### config.mk
export PLATFORM = sky130hd
export DESIGN_NAME = isp_command_interpreter
export DESIGN_NICKNAME = d
export VERILOG_FILES = /design/src/common/isp_pkg.sv /design/src/core/isp_link.sv /design/src/core/isp_command_interpreter.sv
export SDC_FILE = /design/constraint.sdc
export NUM_CORES = 1
export LEC_CHECK = 0
export BUFFER_PORTS_ARGS = -buffer_cell sky130_fd_sc_hd__buf_2
export CORE_AREA = 2 2 178 180
export CTS_BUF_LIST = sky130_fd_sc_hd__clkbuf_16
export CTS_CLUSTER_SIZE = 12
export DETAILED_ROUTE_END_ITERATION = 10
export DIE_AREA = 0 0 180 182
export PLACE_DENSITY = 0.56
export SLEW_MARGIN = 20
export SYNTH_ARGS = -nofsm -noshare
export SYNTH_HDL_FRONTEND = slang
export SYNTH_SLANG_ARGS = --single-unit
### constraint.sdc
create_clock -name sys_clk_in -period 5.2 [get_ports sys_clk_in]
set_input_delay 0.26 -clock sys_clk_in [delete_from_list [all_inputs] [get_ports sys_clk_in]]
set_output_delay 0.26 -clock sys_clk_in [all_outputs]
set_load 0.02 [all_outputs]
### src/common/isp_pkg.sv
package isp_pkg;

  // Serial programming command codes
  localparam logic [7:0] CMD_TIMING   = 8'h3b;
  localparam logic [7:0] CMD_PAGE_ERS = 8'hb3;
  localparam logic [7:0] CMD_MASS_ERS = 8'hbf;
  localparam logic [7:0] CMD_RD_BYTE  = 8'h1d;
  localparam logic [7:0] CMD_RD_MULTI = 8'ha3;
  localparam logic [7:0] CMD_WR_BYTE  = 8'h71;
  localparam logic [7:0] CMD_WR_MULTI = 8'h8f;
  localparam logic [7:0] CMD_EXIT     = 8'hd3;

  // User-mode entry points
  localparam logic [7:0] ENT_PAGE_ERS = 8'h17;
  localparam logic [7:0] ENT_MASS_ERS = 8'h1a;
  localparam logic [7:0] ENT_RD_BYTE  = 8'h11;
  localparam logic [7:0] ENT_RD_BLOCK = 8'h26;
  localparam logic [7:0] ENT_WR_BYTE  = 8'h14;
  localparam logic [7:0] ENT_WR_BLOCK = 8'h23;
  localparam logic [7:0] ENT_EXIT     = 8'h62;
  localparam logic [7:0] ENT_ISP      = 8'h00;

  localparam logic [2:0]  ARGS_BAD     = 3'h7;
  localparam logic [5:0]  KEY_PATTERN  = 6'b100110;
  localparam logic [3:0]  KEY_CYCLES   = 4'h8;
  localparam logic [7:0]  MASS_CONFIRM = 8'h55;
  localparam logic [15:0] OPTION_ADDR  = 16'hffff;
  localparam logic [7:0]  BLANK_BYTE   = 8'hff;
  localparam logic [7:0]  WR_MULTI_MAX = 8'h10;
  localparam logic [15:0] RD_COUNT_MSK = 16'h7fff;
  localparam logic [7:0]  TIMING_RST   = 8'h00;

  typedef enum logic [1:0] {
    MOP_READ   = 2'h0,
    MOP_WRITE  = 2'h1,
    MOP_PERASE = 2'h2,
    MOP_MERASE = 2'h3
  } isp_mop_e;

  typedef struct packed {
    logic       valid;
    isp_mop_e   op;
    logic [15:0] addr;
    logic [7:0] wdata;
  } isp_mem_req_s;

  typedef enum logic [7:0] {
    ST_IDLE   = 8'h01,
    ST_ARGS   = 8'h02,
    ST_EXEC   = 8'h04,
    ST_NEXT   = 8'h08,
    ST_WAIT   = 8'h10,
    ST_TX     = 8'h20,
    ST_RAM    = 8'h40,
    ST_BWDATA = 8'h80
  } isp_state_e;

endpackage : isp_pkg

### src/core/isp_link.sv
`timescale 1ns/1ps
module isp_link (
  input  logic       sys_clk_in,
  input  logic       rst_n_in,
  input  logic       sck_in,
  input  logic       mosi_in,
  input  logic       select_n_in,
  input  logic       tx_load_in,
  input  logic [7:0] tx_data_in,
  output logic       rx_valid_out,
  output logic [7:0] rx_data_out,
  output logic       miso_out
);
  import isp_pkg::*;

  logic [2:0] pins;
  logic [2:0] filt;
  logic [2:0] s0;
  logic [2:0] s1;
  logic [2:0] s2;
  logic [2:0] bit_cnt;
  logic [7:0] rx_sh;
  logic [7:0] tx_sh;
  logic       sck_rise;
  logic       sck_fall;

  assign pins = {select_n_in, mosi_in, sck_in};

  genvar i;
  generate
    for (i = 0; i < 3; i++) begin : g_sync
      always_ff @(posedge sys_clk_in or negedge rst_n_in) begin
        if (!rst_n_in) begin
          s0[i]   <= 1'b1;
          s1[i]   <= 1'b1;
          s2[i]   <= 1'b1;
          filt[i] <= 1'b1;
        end else begin
          s0[i] <= pins[i];
          s1[i] <= s0[i];
          s2[i] <= s1[i];
          if (s1[i] == s2[i]) begin
            filt[i] <= s2[i];
          end
        end
      end
    end
  endgenerate

  // Edges count only once two later stages agree
  assign sck_rise = s1[0] & s2[0] & ~filt[0];
  assign sck_fall = ~s1[0] & ~s2[0] & filt[0];

  always_ff @(posedge sys_clk_in or negedge rst_n_in) begin
    if (!rst_n_in) begin
      bit_cnt      <= 3'h0;
      rx_sh        <= 8'h00;
      rx_data_out  <= 8'h00;
      rx_valid_out <= 1'b0;
    end else begin
      rx_valid_out <= 1'b0;
      if (filt[2]) begin
        bit_cnt <= 3'h0;
      end else if (sck_rise) begin
        rx_sh   <= {rx_sh[6:0], filt[1]};
        bit_cnt <= bit_cnt + 3'h1;
        if (bit_cnt == 3'h7) begin
          rx_data_out  <= {rx_sh[6:0], filt[1]};
          rx_valid_out <= 1'b1;
        end
      end
    end
  end

  always_ff @(posedge sys_clk_in or negedge rst_n_in) begin
    if (!rst_n_in) begin
      tx_sh <= BLANK_BYTE;
    end else if (tx_load_in) begin
      tx_sh <= tx_data_in;
    end else if (sck_fall && !filt[2]) begin
      tx_sh <= {tx_sh[6:0], 1'b1};
    end
  end

  assign miso_out = tx_sh[7];

endmodule : isp_link

### src/core/isp_command_interpreter.sv
`timescale 1ns/1ps
// Function
// RULE_01 - Exit command completes by pulsing device reset toward flash execution.
// RULE_02 - After exit, flash start only when boot-select option bit is 1.
// RULE_03 - Host sends write-pulse timing command first after entering serial mode.
// RULE_04 - Code B3 with page address erases that page, no reply.
// RULE_05 - Code BF with confirmation byte erases whole flash, no reply.
// RULE_06 - Code 1D returns flash byte, or FF while security set.
// RULE_07 - Single-byte read of address FFFF returns option register regardless.
// RULE_08 - Code A3 returns count flash bytes, or FF bytes when secured.
// RULE_09 - Code 71 programs one data byte at given address, no reply.
// RULE_10 - Code 8F programs up to 16 following bytes consecutively.
// RULE_11 - Host keeps block writes inside one 64-byte flash boundary.
// RULE_12 - Unknown command codes are dropped; interpreter awaits next command.
// RULE_13 - User mass erase ends in serial programming mode, not return.
// RULE_14 - User routine chosen by jump-to-boot operand entry value.
// RULE_15 - User routines copy blocks RAM to flash and flash to RAM.
// RULE_16 - Correct key arms flag eight cycles; jump without flag goes flash.
// RULE_17 - Caller loads accumulator with 55 before user mass erase.
module isp_command_interpreter (
  input  logic                 sys_clk_in,
  input  logic                 rst_n_in,
  input  logic                 sck_in,
  input  logic                 mosi_in,
  input  logic                 select_n_in,
  output logic                 miso_out,
  input  logic                 isp_enter_in,
  input  logic                 security_in,
  input  logic                 boot_select_in,
  input  logic [7:0]           option_in,
  output isp_pkg::isp_mem_req_s flash_req_out,
  input  logic                 flash_ack_in,
  input  logic [7:0]           flash_rdata_in,
  output isp_pkg::isp_mem_req_s ram_req_out,
  input  logic                 ram_ack_in,
  input  logic [7:0]           ram_rdata_in,
  input  logic                 key_write_in,
  input  logic [7:0]           key_data_in,
  input  logic                 jump_to_boot_instruction_in,
  input  logic [7:0]           jump_to_boot_instruction_entry_in,
  input  logic [15:0]          user_addr_in,
  input  logic [7:0]           user_count_in,
  input  logic [7:0]           user_wdata_in,
  input  logic [7:0]           user_acc_in,
  input  logic [15:0]          user_ram_addr_in,
  output logic                 isp_mode_out,
  output logic [7:0]           write_timing_out,
  output logic [7:0]           user_rdata_out,
  output logic                 user_done_out,
  output logic                 jump_to_flash_out,
  output logic                 device_reset_out,
  output logic                 boot_from_flash_out
);
  import isp_pkg::*;

  isp_state_e  state;
  logic [7:0]  cmd;
  logic [31:0] args;
  logic [2:0]  argn;
  logic [15:0] addr;
  logic [15:0] count;
  logic [15:0] ram_addr;
  logic        user;
  logic        to_host;
  logic        tx_load;
  logic [7:0]  tx_data;
  logic        rx_valid;
  logic [7:0]  rx_data;
  logic [3:0]  key_cnt;
  logic        key_flag;

  function automatic logic [2:0] arg_len(input logic [7:0] c);
    case (c)
      CMD_TIMING, CMD_MASS_ERS:   arg_len = 3'h1;
      CMD_PAGE_ERS, CMD_RD_BYTE:  arg_len = 3'h2;
      CMD_WR_BYTE, CMD_WR_MULTI:  arg_len = 3'h3;
      CMD_RD_MULTI:               arg_len = 3'h4;
      CMD_EXIT:                   arg_len = 3'h0;
      default:                    arg_len = ARGS_BAD;
    endcase
  endfunction : arg_len

  isp_link u_link (
    .sys_clk_in   (sys_clk_in),
    .rst_n_in     (rst_n_in),
    .sck_in       (sck_in),
    .mosi_in      (mosi_in),
    .select_n_in  (select_n_in),
    .tx_load_in   (tx_load),
    .tx_data_in   (tx_data),
    .rx_valid_out (rx_valid),
    .rx_data_out  (rx_data),
    .miso_out     (miso_out)
  );

  // Key flag lives for a fixed number of cycles after a matching write
  always_ff @(posedge sys_clk_in or negedge rst_n_in) begin
    if (!rst_n_in) begin
      key_cnt <= 4'h0;
    end else if (key_write_in && key_data_in[7:2] == KEY_PATTERN) begin
      key_cnt <= KEY_CYCLES; // RULE_16
    end else if (key_cnt != 4'h0) begin
      key_cnt <= key_cnt - 4'h1;
    end
  end
  assign key_flag = (key_cnt != 4'h0);

  always_ff @(posedge sys_clk_in or negedge rst_n_in) begin
    if (!rst_n_in) begin
      state               <= ST_IDLE;
      cmd                 <= 8'h00;
      args                <= 32'h0;
      argn                <= 3'h0;
      addr                <= 16'h0;
      count               <= 16'h0;
      ram_addr            <= 16'h0;
      user                <= 1'b0;
      to_host             <= 1'b0;
      tx_load             <= 1'b0;
      tx_data             <= BLANK_BYTE;
      flash_req_out       <= '0;
      ram_req_out         <= '0;
      isp_mode_out        <= 1'b0;
      write_timing_out    <= TIMING_RST;
      user_rdata_out      <= 8'h00;
      user_done_out       <= 1'b0;
      jump_to_flash_out   <= 1'b0;
      device_reset_out    <= 1'b0;
      boot_from_flash_out <= 1'b0;
    end else begin
      tx_load           <= 1'b0;
      user_done_out     <= 1'b0;
      jump_to_flash_out <= 1'b0;
      device_reset_out  <= 1'b0;
      if (isp_enter_in) begin
        isp_mode_out <= 1'b1;
      end
      case (state)
        ST_IDLE: begin
          if (jump_to_boot_instruction_in && !isp_mode_out) begin
            if (key_flag) begin
              user     <= 1'b1; // RULE_14
              cmd      <= jump_to_boot_instruction_entry_in;
              addr     <= user_addr_in;
              count    <= {8'h00, user_count_in};
              ram_addr <= user_ram_addr_in;
              to_host  <= 1'b0;
              state    <= ST_EXEC;
            end else begin
              jump_to_flash_out <= 1'b1; // RULE_16
            end
          end else if (isp_mode_out && rx_valid) begin
            user <= 1'b0;
            cmd  <= rx_data;
            argn <= arg_len(rx_data);
            if (arg_len(rx_data) == ARGS_BAD) begin
              state <= ST_IDLE; // RULE_12
            end else if (arg_len(rx_data) == 3'h0) begin
              state <= ST_EXEC;
            end else begin
              state <= ST_ARGS;
            end
          end
        end
        ST_ARGS: begin
          if (rx_valid) begin
            args <= {args[23:0], rx_data};
            argn <= argn - 3'h1;
            if (argn == 3'h1) begin
              state <= ST_EXEC;
            end
          end
        end
        ST_EXEC: begin
          state <= ST_IDLE;
          case (cmd)
            CMD_TIMING: write_timing_out <= args[7:0];
            CMD_PAGE_ERS: begin
              flash_req_out <= '{1'b1, MOP_PERASE, args[15:0], 8'h00}; // RULE_04
              state         <= ST_WAIT;
            end
            ENT_PAGE_ERS: begin
              flash_req_out <= '{1'b1, MOP_PERASE, addr, 8'h00};
              state         <= ST_WAIT;
            end
            CMD_MASS_ERS: begin
              if (args[7:0] == MASS_CONFIRM) begin
                flash_req_out <= '{1'b1, MOP_MERASE, 16'h0, 8'h00}; // RULE_05
                state         <= ST_WAIT;
              end
            end
            ENT_MASS_ERS: begin
              if (user_acc_in == MASS_CONFIRM) begin
                flash_req_out <= '{1'b1, MOP_MERASE, 16'h0, 8'h00}; // RULE_17
                state         <= ST_WAIT;
              end else begin
                user_done_out <= 1'b1;
              end
            end
            CMD_RD_BYTE: begin
              addr    <= args[15:0];
              count   <= 16'h1;
              to_host <= 1'b1;
              state   <= ST_NEXT;
            end
            CMD_RD_MULTI: begin
              addr    <= args[31:16];
              count   <= args[15:0] & RD_COUNT_MSK; // RULE_08
              to_host <= 1'b1;
              state   <= ST_NEXT;
            end
            ENT_RD_BYTE: begin
              count <= 16'h1;
              state <= ST_NEXT;
            end
            ENT_RD_BLOCK: state <= ST_NEXT; // RULE_15
            CMD_WR_BYTE: begin
              flash_req_out <= '{1'b1, MOP_WRITE, args[23:8], args[7:0]}; // RULE_09
              state         <= ST_WAIT;
            end
            ENT_WR_BYTE: begin
              flash_req_out <= '{1'b1, MOP_WRITE, addr, user_wdata_in};
              state         <= ST_WAIT;
            end
            CMD_WR_MULTI: begin
              addr  <= args[23:8];
              count <= {8'h00, args[7:0]};
              if (args[7:0] != 8'h00 && args[7:0] <= WR_MULTI_MAX) begin
                state <= ST_BWDATA; // RULE_10
              end
            end
            ENT_WR_BLOCK: begin
              if (count == 16'h0) begin
                user_done_out <= 1'b1;
              end else begin
                ram_req_out <= '{1'b1, MOP_READ, ram_addr, 8'h00}; // RULE_15
                state       <= ST_RAM;
              end
            end
            CMD_EXIT, ENT_EXIT: begin
              device_reset_out    <= 1'b1; // RULE_01
              boot_from_flash_out <= boot_select_in; // RULE_02
              isp_mode_out        <= 1'b0;
            end
            ENT_ISP: begin
              isp_mode_out  <= 1'b1;
              user_done_out <= 1'b1;
            end
            default: user_done_out <= user;
          endcase
        end
        ST_NEXT: begin
          if (count == 16'h0) begin
            user_done_out <= user;
            state         <= ST_IDLE;
          end else if (to_host && cmd == CMD_RD_BYTE && addr == OPTION_ADDR) begin
            tx_data <= option_in; // RULE_07
            tx_load <= 1'b1;
            state   <= ST_TX;
          end else if (to_host && security_in) begin
            tx_data <= BLANK_BYTE; // RULE_06
            tx_load <= 1'b1;
            state   <= ST_TX;
          end else begin
            flash_req_out <= '{1'b1, MOP_READ, addr, 8'h00};
            state         <= ST_WAIT;
          end
        end
        ST_WAIT: begin
          if (flash_ack_in) begin
            flash_req_out.valid <= 1'b0;
            state               <= ST_IDLE;
            if (flash_req_out.op == MOP_READ) begin
              if (to_host) begin
                tx_data <= flash_rdata_in; // RULE_06
                tx_load <= 1'b1;
                state   <= ST_TX;
              end else if (cmd == ENT_RD_BYTE) begin
                user_rdata_out <= flash_rdata_in;
                user_done_out  <= 1'b1;
              end else begin
                ram_req_out <= '{1'b1, MOP_WRITE, ram_addr, flash_rdata_in}; // RULE_15
                state       <= ST_RAM;
              end
            end else if (cmd == CMD_WR_MULTI || cmd == ENT_WR_BLOCK) begin
              addr     <= addr + 16'h1; // RULE_10
              ram_addr <= ram_addr + 16'h1;
              count    <= count - 16'h1;
              if (count == 16'h1) begin
                user_done_out <= user;
              end else if (cmd == CMD_WR_MULTI) begin
                state <= ST_BWDATA;
              end else begin
                ram_req_out <= '{1'b1, MOP_READ, ram_addr + 16'h1, 8'h00};
                state       <= ST_RAM;
              end
            end else if (cmd == ENT_MASS_ERS) begin
              isp_mode_out <= 1'b1; // RULE_13
            end else begin
              user_done_out <= user;
            end
          end
        end
        ST_TX: begin
          if (rx_valid) begin
            addr  <= addr + 16'h1; // RULE_08
            count <= count - 16'h1;
            state <= ST_NEXT;
          end
        end
        ST_RAM: begin
          if (ram_ack_in) begin
            ram_req_out.valid <= 1'b0;
            if (ram_req_out.op == MOP_READ) begin
              flash_req_out <= '{1'b1, MOP_WRITE, addr, ram_rdata_in};
              state         <= ST_WAIT;
            end else begin
              addr     <= addr + 16'h1;
              ram_addr <= ram_addr + 16'h1;
              count    <= count - 16'h1;
              state    <= ST_NEXT;
            end
          end
        end
        ST_BWDATA: begin
          if (rx_valid) begin
            flash_req_out <= '{1'b1, MOP_WRITE, addr, rx_data}; // RULE_10
            state         <= ST_WAIT;
          end
        end
        default: state <= ST_IDLE;
      endcase
    end
  end
endmodule : isp_command_interpreter

==> metrics.csv, run 1 <==
metric;value;unit
yosysSeqAreaShare;46.83;%
setup_viol;0;
synth-main-ff-cell;dfrtp_1;
whs_path_depth;3;
initial_core_util;39.39;%
critPathMaxFanout;24;
multiInputGateArea;6037;µm²
outcome;finished, final reports clean;
fin_ws;1731;ps
dr.pass1.iters;5;
worst_ep_required_time;5580;ps
min_to;addr[7];
synth_top_cell_area_share;40.59;%
drc;0;
die-area;32760;µm²
grt_pass1_wl;56540;µm
grt.busiest_layer;met2;
rrSetupSlack;1730;ps
hold_class;input port to flip-flop;
h-tree-depth;1;
met2_usage;32.21;%
dr_total_vias;10430;
synth_top_cell_by_area;dfrtp_1;
io_buffers;180;
insertion_delay;540;ps
cap_violations;0;
dieHeight;182;µm
worst_pin_slew;1118;ps
synth.top_cells.by_count;198 x dfrtp_1, 164 x nand2_1, 124 x o21ai_0;
timing.rr.end;addr[10];
cts-resized-gates;0;
pre_cts_ws;1821;ps
tns;0;ps
rsz0062_at_grt;no;
timing.rr.start;cmd[7];
yosysMostFrequentCell;dfrtp_1;
antenna_found_initial;4;
max-slew-margin-rel;25.16;%
design_area;14310;µm²
grt_start_max_net_pins;76;
critPathArrivalTime;3850;ps
fmax;0.2882;GHz
hold_viol;0;
io_pins;184;
fin_crit;3469;ps
routed_via_density;5.627;
min_from;user_addr_in[7];
critPathSlowestCell;nand3b_1;
synthesis.nets;1400;
fin_crit_sh;66.72;%
fin_worst_skew;10.74;ps
synthArstFlopShare;100.0;%
gp_congestion;0.8551;
globalRouteMet3Util;4.653;%
synthesis.area;12210;µm²
post_cts_buffers;0;
criticalPathCategory;flip-flop to flip-flop;
numCtsBuffers;27;
overflow;0;
cts_tree;yes;
track_usage;21.38;%
reg2reg_depth;7;
dp_hpwl;25120;µm
cpPeakStageDelay;690;ps
ir_worst_vdd;0.2200;mV
syn_to_final_growth;17.22;%
path_common_cell;o21ai_0;
root_buffer;clkbuf_16;
crit_family;simple AND/OR/NAND/NOR gates;
synth-seq-cells;227;
syn_inst;1280;
synth_edf_count;0;
clkTransAtPathRegs;60;ps
critical_path.cell_chain;nand4bb_1 -> nor4b_1 -> nor3_1 -> nor4_2 -> nand3b_1 -> o21ai_0 -> o21ai_0;
register_area;5717;µm²
routedWlPerCell;19.32;µm
rows;65;
dpl_cell_area;13380;µm²
first_global_vias;9900;
powerDensity;267.6;nW/µm²
yosysUniqueCellTypes;81;
crit_buf_inv;0;
cts_sinks;227;
die_x;180;µm
drt_iter0_drc;862;
start_kind;flip-flop;
core-area;30990;µm²
ys_warn_count;0;
nFillCells;2971;
syn_avg_cell_area;9.536;µm²
ys_top_cells_by_area;dfrtp_1 41%, dfstp_2 6.2%, mux2_2 6.1%;
p_leak;6.537;nW
drive_gt1_share;24.43;%
final_net_count;1550;
drt_wl_total;35810;µm
cts_buffer_depth;3;
cp-end-kind;flip-flop;
postRouteAntennaNets;0;
grt_use_met1;31.15;%
maxSlewViolCount;0;
-- per-stage QoR --
step	cells	power, mW	util [%]	hold slack, ps
floorplan	1280	2.012	-	-35.59
detailed placement	1791	2.129	43.18	294.3
global route	1852	3.995	46.17	9.181
finish	1853	3.829	46.18	15.16
global placement	1791	2.125	43.18	290.5
CTS	1851	3.887	46.13	0.1600
-- routing by layer --
metal  share of wire [%]  vias up  wire [µm]
met5               0.064        -         23
met4                 2.2        4        786
met3                 7.7       60       2743
met2                  43      387      15450
met1                  47     4996      16800
li1                    -     4979          -
-- worst max path at each step --
stage	startpoint	endpoint	slack, ps	cells past startpoint
3_5_place_dp	count[4]	flash_req_out[0]	1820	6
6_report	cmd[7]	addr[10]	1730	7
4_1_cts	cmd[7]	addr[10]	1790	7
2_1_floorplan	key_cnt[0]	flash_req_out[0]	2700	10
5_1_grt	cmd[7]	addr[14]	1460	7
3_3_place_gp	key_cnt[0]	flash_req_out[1]	1850	8
-- power by group --
group	internal (mW)	leakage (nW)	switching (mW)
Clock	0.984	0.416	0.743
Sequential	1.84	3.02	0.0388
Combinational	0.106	3.10	0.113
Total	2.93	6.54	0.895
-- sequential cells by signal, summed over array words and instances (netlist names), 3 cells and up --
signal,cells
addr,16
argn,3
args,32
cmd,8
count,16
flash_req_out,27
key_cnt,4
ram_addr,16
ram_req_out,26
state,8
tx_data,8
u_link.bit_cnt,3
u_link.filt,3
u_link.rx_data_out,8
u_link.rx_sh,7
u_link.s0,3
u_link.s1,3
u_link.s2,3
u_link.tx_sh,8
user_rdata_out,8
write_timing_out,8
-- final cells by class --
| cell class | count | share of cell area [%] |
|---|---|---|
| Antenna cell | 2 | 0.03498 |
| Clock buffer | 27 | 4.722 |
| Clock inverter | 21 | 0.8307 |
| Inverter | 23 | 0.6034 |
| Multi-Input combinational cell | 941 | 42.19 |
| Sequential cell | 227 | 39.95 |
| Tap cell | 402 | 3.515 |
| Timing Repair Buffer | 210 | 8.150 |
-- cells in the final DEF, fill, tap and decap left out, types with 20 or more instances in the layout --
| cell type | synthesis | layout |
|---|---|---|
| a22oi_1 | 45 | 45 |
| a22o_1 | 23 | 23 |
| inv_1 | 23 | 28 |
| buf_2 | 17 | 179 |
| a221oi_1 | 20 | 20 |
| a21oi_1 | 58 | 58 |
| mux2_2 | 66 | 66 |
| nor3_1 | 26 | 26 |
| mux2i_1 | 20 | 20 |
| nand2_1 | 164 | 164 |
| dfstp_2 | 29 | 29 |
| dfrtp_1 | 198 | 198 |
| nor2_1 | 103 | 102 |
| o21ai_0 | 124 | 124 |
| nand3_1 | 27 | 27 |
| clkbuf_16 | 0 | 27 |
-- tightest hold or removal path, delay by kind of cell --
kind	cells	cell delay (ps)
buf+inv	1	80
compound gates	2	180
-- what timing repair did --
| item | CTS | global route |
|---|---|---|
| endpoints found under the hold margin | 84 | 0 |
| hold buffers | 12 | 0 |
| endpoints found under the setup margin | 0 | 0 |
-- kinds of logic (layout without fill, tap and decap cells) --
group	count (synthesis)	in the layout	synth area share [%]
and+or+nand+nor	444	444	18.40
xor gates and xnor gates	29	29	2.081
buffers and inverters	112	281	3.833
adders and majority gates	14	14	1.394
DFF	227	227	46.83
other	1	3	0.03072
muxes	91	91	8.344
AOI/OAI and AO/OA	362	362	19.09
No activity file was read; power rests on OpenSTA's default activity.
==> run 2: changes to the inputs <==
--- a/config.mk
+++ b/config.mk
@@ -11,7 +11,7 @@
 export CTS_CLUSTER_SIZE = 12
 export DETAILED_ROUTE_END_ITERATION = 10
 export DIE_AREA = 0 0 180 182
-export PLACE_DENSITY = 0.56
+export PLACE_DENSITY = 0.58
 export SLEW_MARGIN = 20
 export SYNTH_ARGS = -nofsm -noshare
 export SYNTH_HDL_FRONTEND = slang
==> constraint.sdc (replaced) <==
create_clock -name sys_clk_in -period 3 [get_ports sys_clk_in]
set_input_delay 0.15 -clock sys_clk_in [delete_from_list [all_inputs] [get_ports sys_clk_in]]
set_output_delay 0.15 -clock sys_clk_in [all_outputs]
set_load 0.02 [all_outputs]
==> run 2 against run 1 <==
  * Combinational power up 110%
  * Die area unchanged
  * Count of clock-buffer cells in the layout down 1
  * Sequential share of layout area down 2.5 points
  * Design area up 6.8%
  * Register-to-register slack worse by 1500 ps
  * Wire length up 0.33%
  * Critical endpoint is now ram_req_out[8]
  * Largest cell class unchanged
==> metrics.csv, run 2 (synthesis results as in run 1) <==
metric;value;unit;change
cpPeakStageDelay;600;ps;-90 ps
dp_hpwl;25340;µm;+0.89%
first_global_vias;10470;;+5.8%
syn_to_final_growth;25.20;%;
fin_crit;2785;ps;-684.7 ps
largest_register;args;;
drive_gt1_share;25.37;%;+0.94 points
drt_iter0_drc;851;;-1.3%
dr.pass1.iters;5;;unchanged
final_cell_mix;198 x dfrtp_1, 179 x buf_2, 164 x nand2_1;;
routed_via_density;5.578;;-0.86%
post_cts_buffers;0;;unchanged
grt.busiest_layer;met2;;
setup_viol;0;;unchanged
criticalPathCategory;flip-flop to flip-flop;;
cp.depth;7;;unchanged
die_x;180;µm;unchanged
met2_usage;34.11;%;+1.9 points
powerDensity;429.1;nW/µm²;+60%
critPathArrivalTime;3210;ps;-640 ps
cts-resized-gates;0;;unchanged
dieHeight;182;µm;unchanged
largest_reg_flops;32;;unchanged
start_kind;flip-flop;;
globalRouteMet3Util;2.748;%;-1.9 points
ir_worst_vdd;0.4299;mV;+95%
reg2reg_depth;7;;unchanged
postCtsHoldBufs;74;;+62
fin_crit_sh;92.82;%;+26 points
reg.largest.list;args x32, flash_req_out x27, ram_req_out x26;;
cp-end-kind;flip-flop;;
routedWlPerCell;18.34;µm;-5.1%
gp_congestion;0.9211;;+7.7%
rsz0062_at_grt;no;;
hold_viol;0;;unchanged
critical_path.cell_chain;or4_1 -> nor4_2 -> nand4_1 -> and3_1 -> o31ai_4 -> buf_12 -> o21ai_0;;
root_buffer;clkbuf_16;;
fmax;0.3591;GHz;+25%
io_buffers;180;;unchanged
crit_family;simple AND/OR/NAND/NOR gates;;
rows;65;;unchanged
critPathSlowestCell;or4_1;;
maxSlewViolCount;0;;unchanged
design_area;15280;µm²;+6.8%
postRouteAntennaNets;0;;unchanged
track_usage;21.62;%;+0.24 points
grt_use_met1;31.37;%;+0.22 points
overflow;0;;unchanged
insertion_delay;550;ps;about the same
tns;0;ps;unchanged
cap_violations;0;;unchanged
worst_pin_slew;825.8;ps;-292.7 ps
fin_worst_skew;18.96;ps;+8.221 ps
max-slew-margin-rel;44.95;%;+20 points
dpl_cell_area;13790;µm²;+3.0%
clkTransAtPathRegs;60;ps;about the same
numCtsBuffers;26;;-3.7%
antenna_found_initial;0;;-4
grt_start_max_net_pins;99;;+30%
mostFrequentLayoutCell;dfrtp_1;;
core-area;30990;µm²;unchanged
whs_path_depth;4;;+1
cts_sinks;227;;unchanged
p_leak;7.031;nW;+7.6%
crit_buf_inv;1;;+1
cts_buffer_depth;3;;unchanged
drc;0;;unchanged
h-tree-depth;1;;unchanged
worst_ep_required_time;3420;ps;-2160 ps
final_net_count;1657;;+6.9%
cts_tree;yes;;
outcome;finished, final reports clean;;
dr_total_vias;10930;;+4.8%
grt_pass1_wl;57780;µm;+2.2%
critPathMaxFanout;50;;+110%
antenna_cells;0;;-2
drt_wl_total;35930;µm;+0.33%
hold_class;input port to flip-flop;;
die-area;32760;µm²;unchanged
initial_core_util;39.39;%;unchanged
io_pins;184;;unchanged
==> run 2: changes by cell type in the layout (fill, tap and decap cells not counted), moves of 2 or more <==
cell and change:
inv_1 +3, buf_4 +41, diode_2 -2, dlygate4sd3_1 +62, clkinv_2 -4, clkinv_1 +2, buf_12 +5
==> run 2: stage by stage <==
stage	hold WS, ps	util [%]	cells	worst slack (ps)	total power, mW
after global placement	240.8	44.50	1837	275.7	3.689
after CTS	4.555	49.32	1959	216.7	6.652
after detailed placement	256.4	44.50	1837	214.4	3.702
after floorplan	-145.6	-	1280	496.7	3.488
final	24.02	49.32	1959	215.4	6.558
after global routing	33.17	49.32	1959	54.53	6.850
==> run 2: worst reg2reg max path: cells and delay by family (launching register included) <==
| family | cells | cell delay [ps] |
|---|---|---|
| flip-flops | 1 | 410 |
| buffers and inverters | 1 | 270 |
| AND/OR/NAND/NOR | 4 | 1520 |
| AO/OA/AOI/OAI | 2 | 470 |
==> run 2: final timing paths <==
| check | from | endpoint | slack, ps |
|---|---|---|---|
| max | count[10] | ram_req_out[8] | 220 |
| min | key_data_in[2] | key_cnt[2] | 20 |
| max in group asynchronous | rst_n_in | args[10] | 1840 |
| min reg2reg | u_link.s0[1] | u_link.s1[1] | 350 |
| max reg2reg | count[10] | ram_req_out[8] | 220 |
| min in group asynchronous | rst_n_in | count[8] | 220 |
==> run 2: power by group <==
group	switching [mW]	internal [mW]	total, mW
logic	0.207	0.248	0.455
clock network	1.28	1.56	2.84
registers	0.0659	3.20	3.26
==> run 2: area by class of cell <==
type / instances / area, µm²
clock inverter: 22 / 102.6
inverter: 23 / 86.33
timing repair buffer: 318 / 2195
fill: 2933 / 15700
tap: 402 / 503.0
clock buffer: 26 / 650.6
sequential: 227 / 5717
multi-input combinational: 941 / 6028
==> run 2: per-layer routing <==
layer  part of all wire [%]  wire, µm  vias up
met2                     45     16020      373
met5                      0         0        -
met3                    6.1      2207       48
met4                    2.4       877        0
met1                     47     16820     5312
li1                       -         -     5195
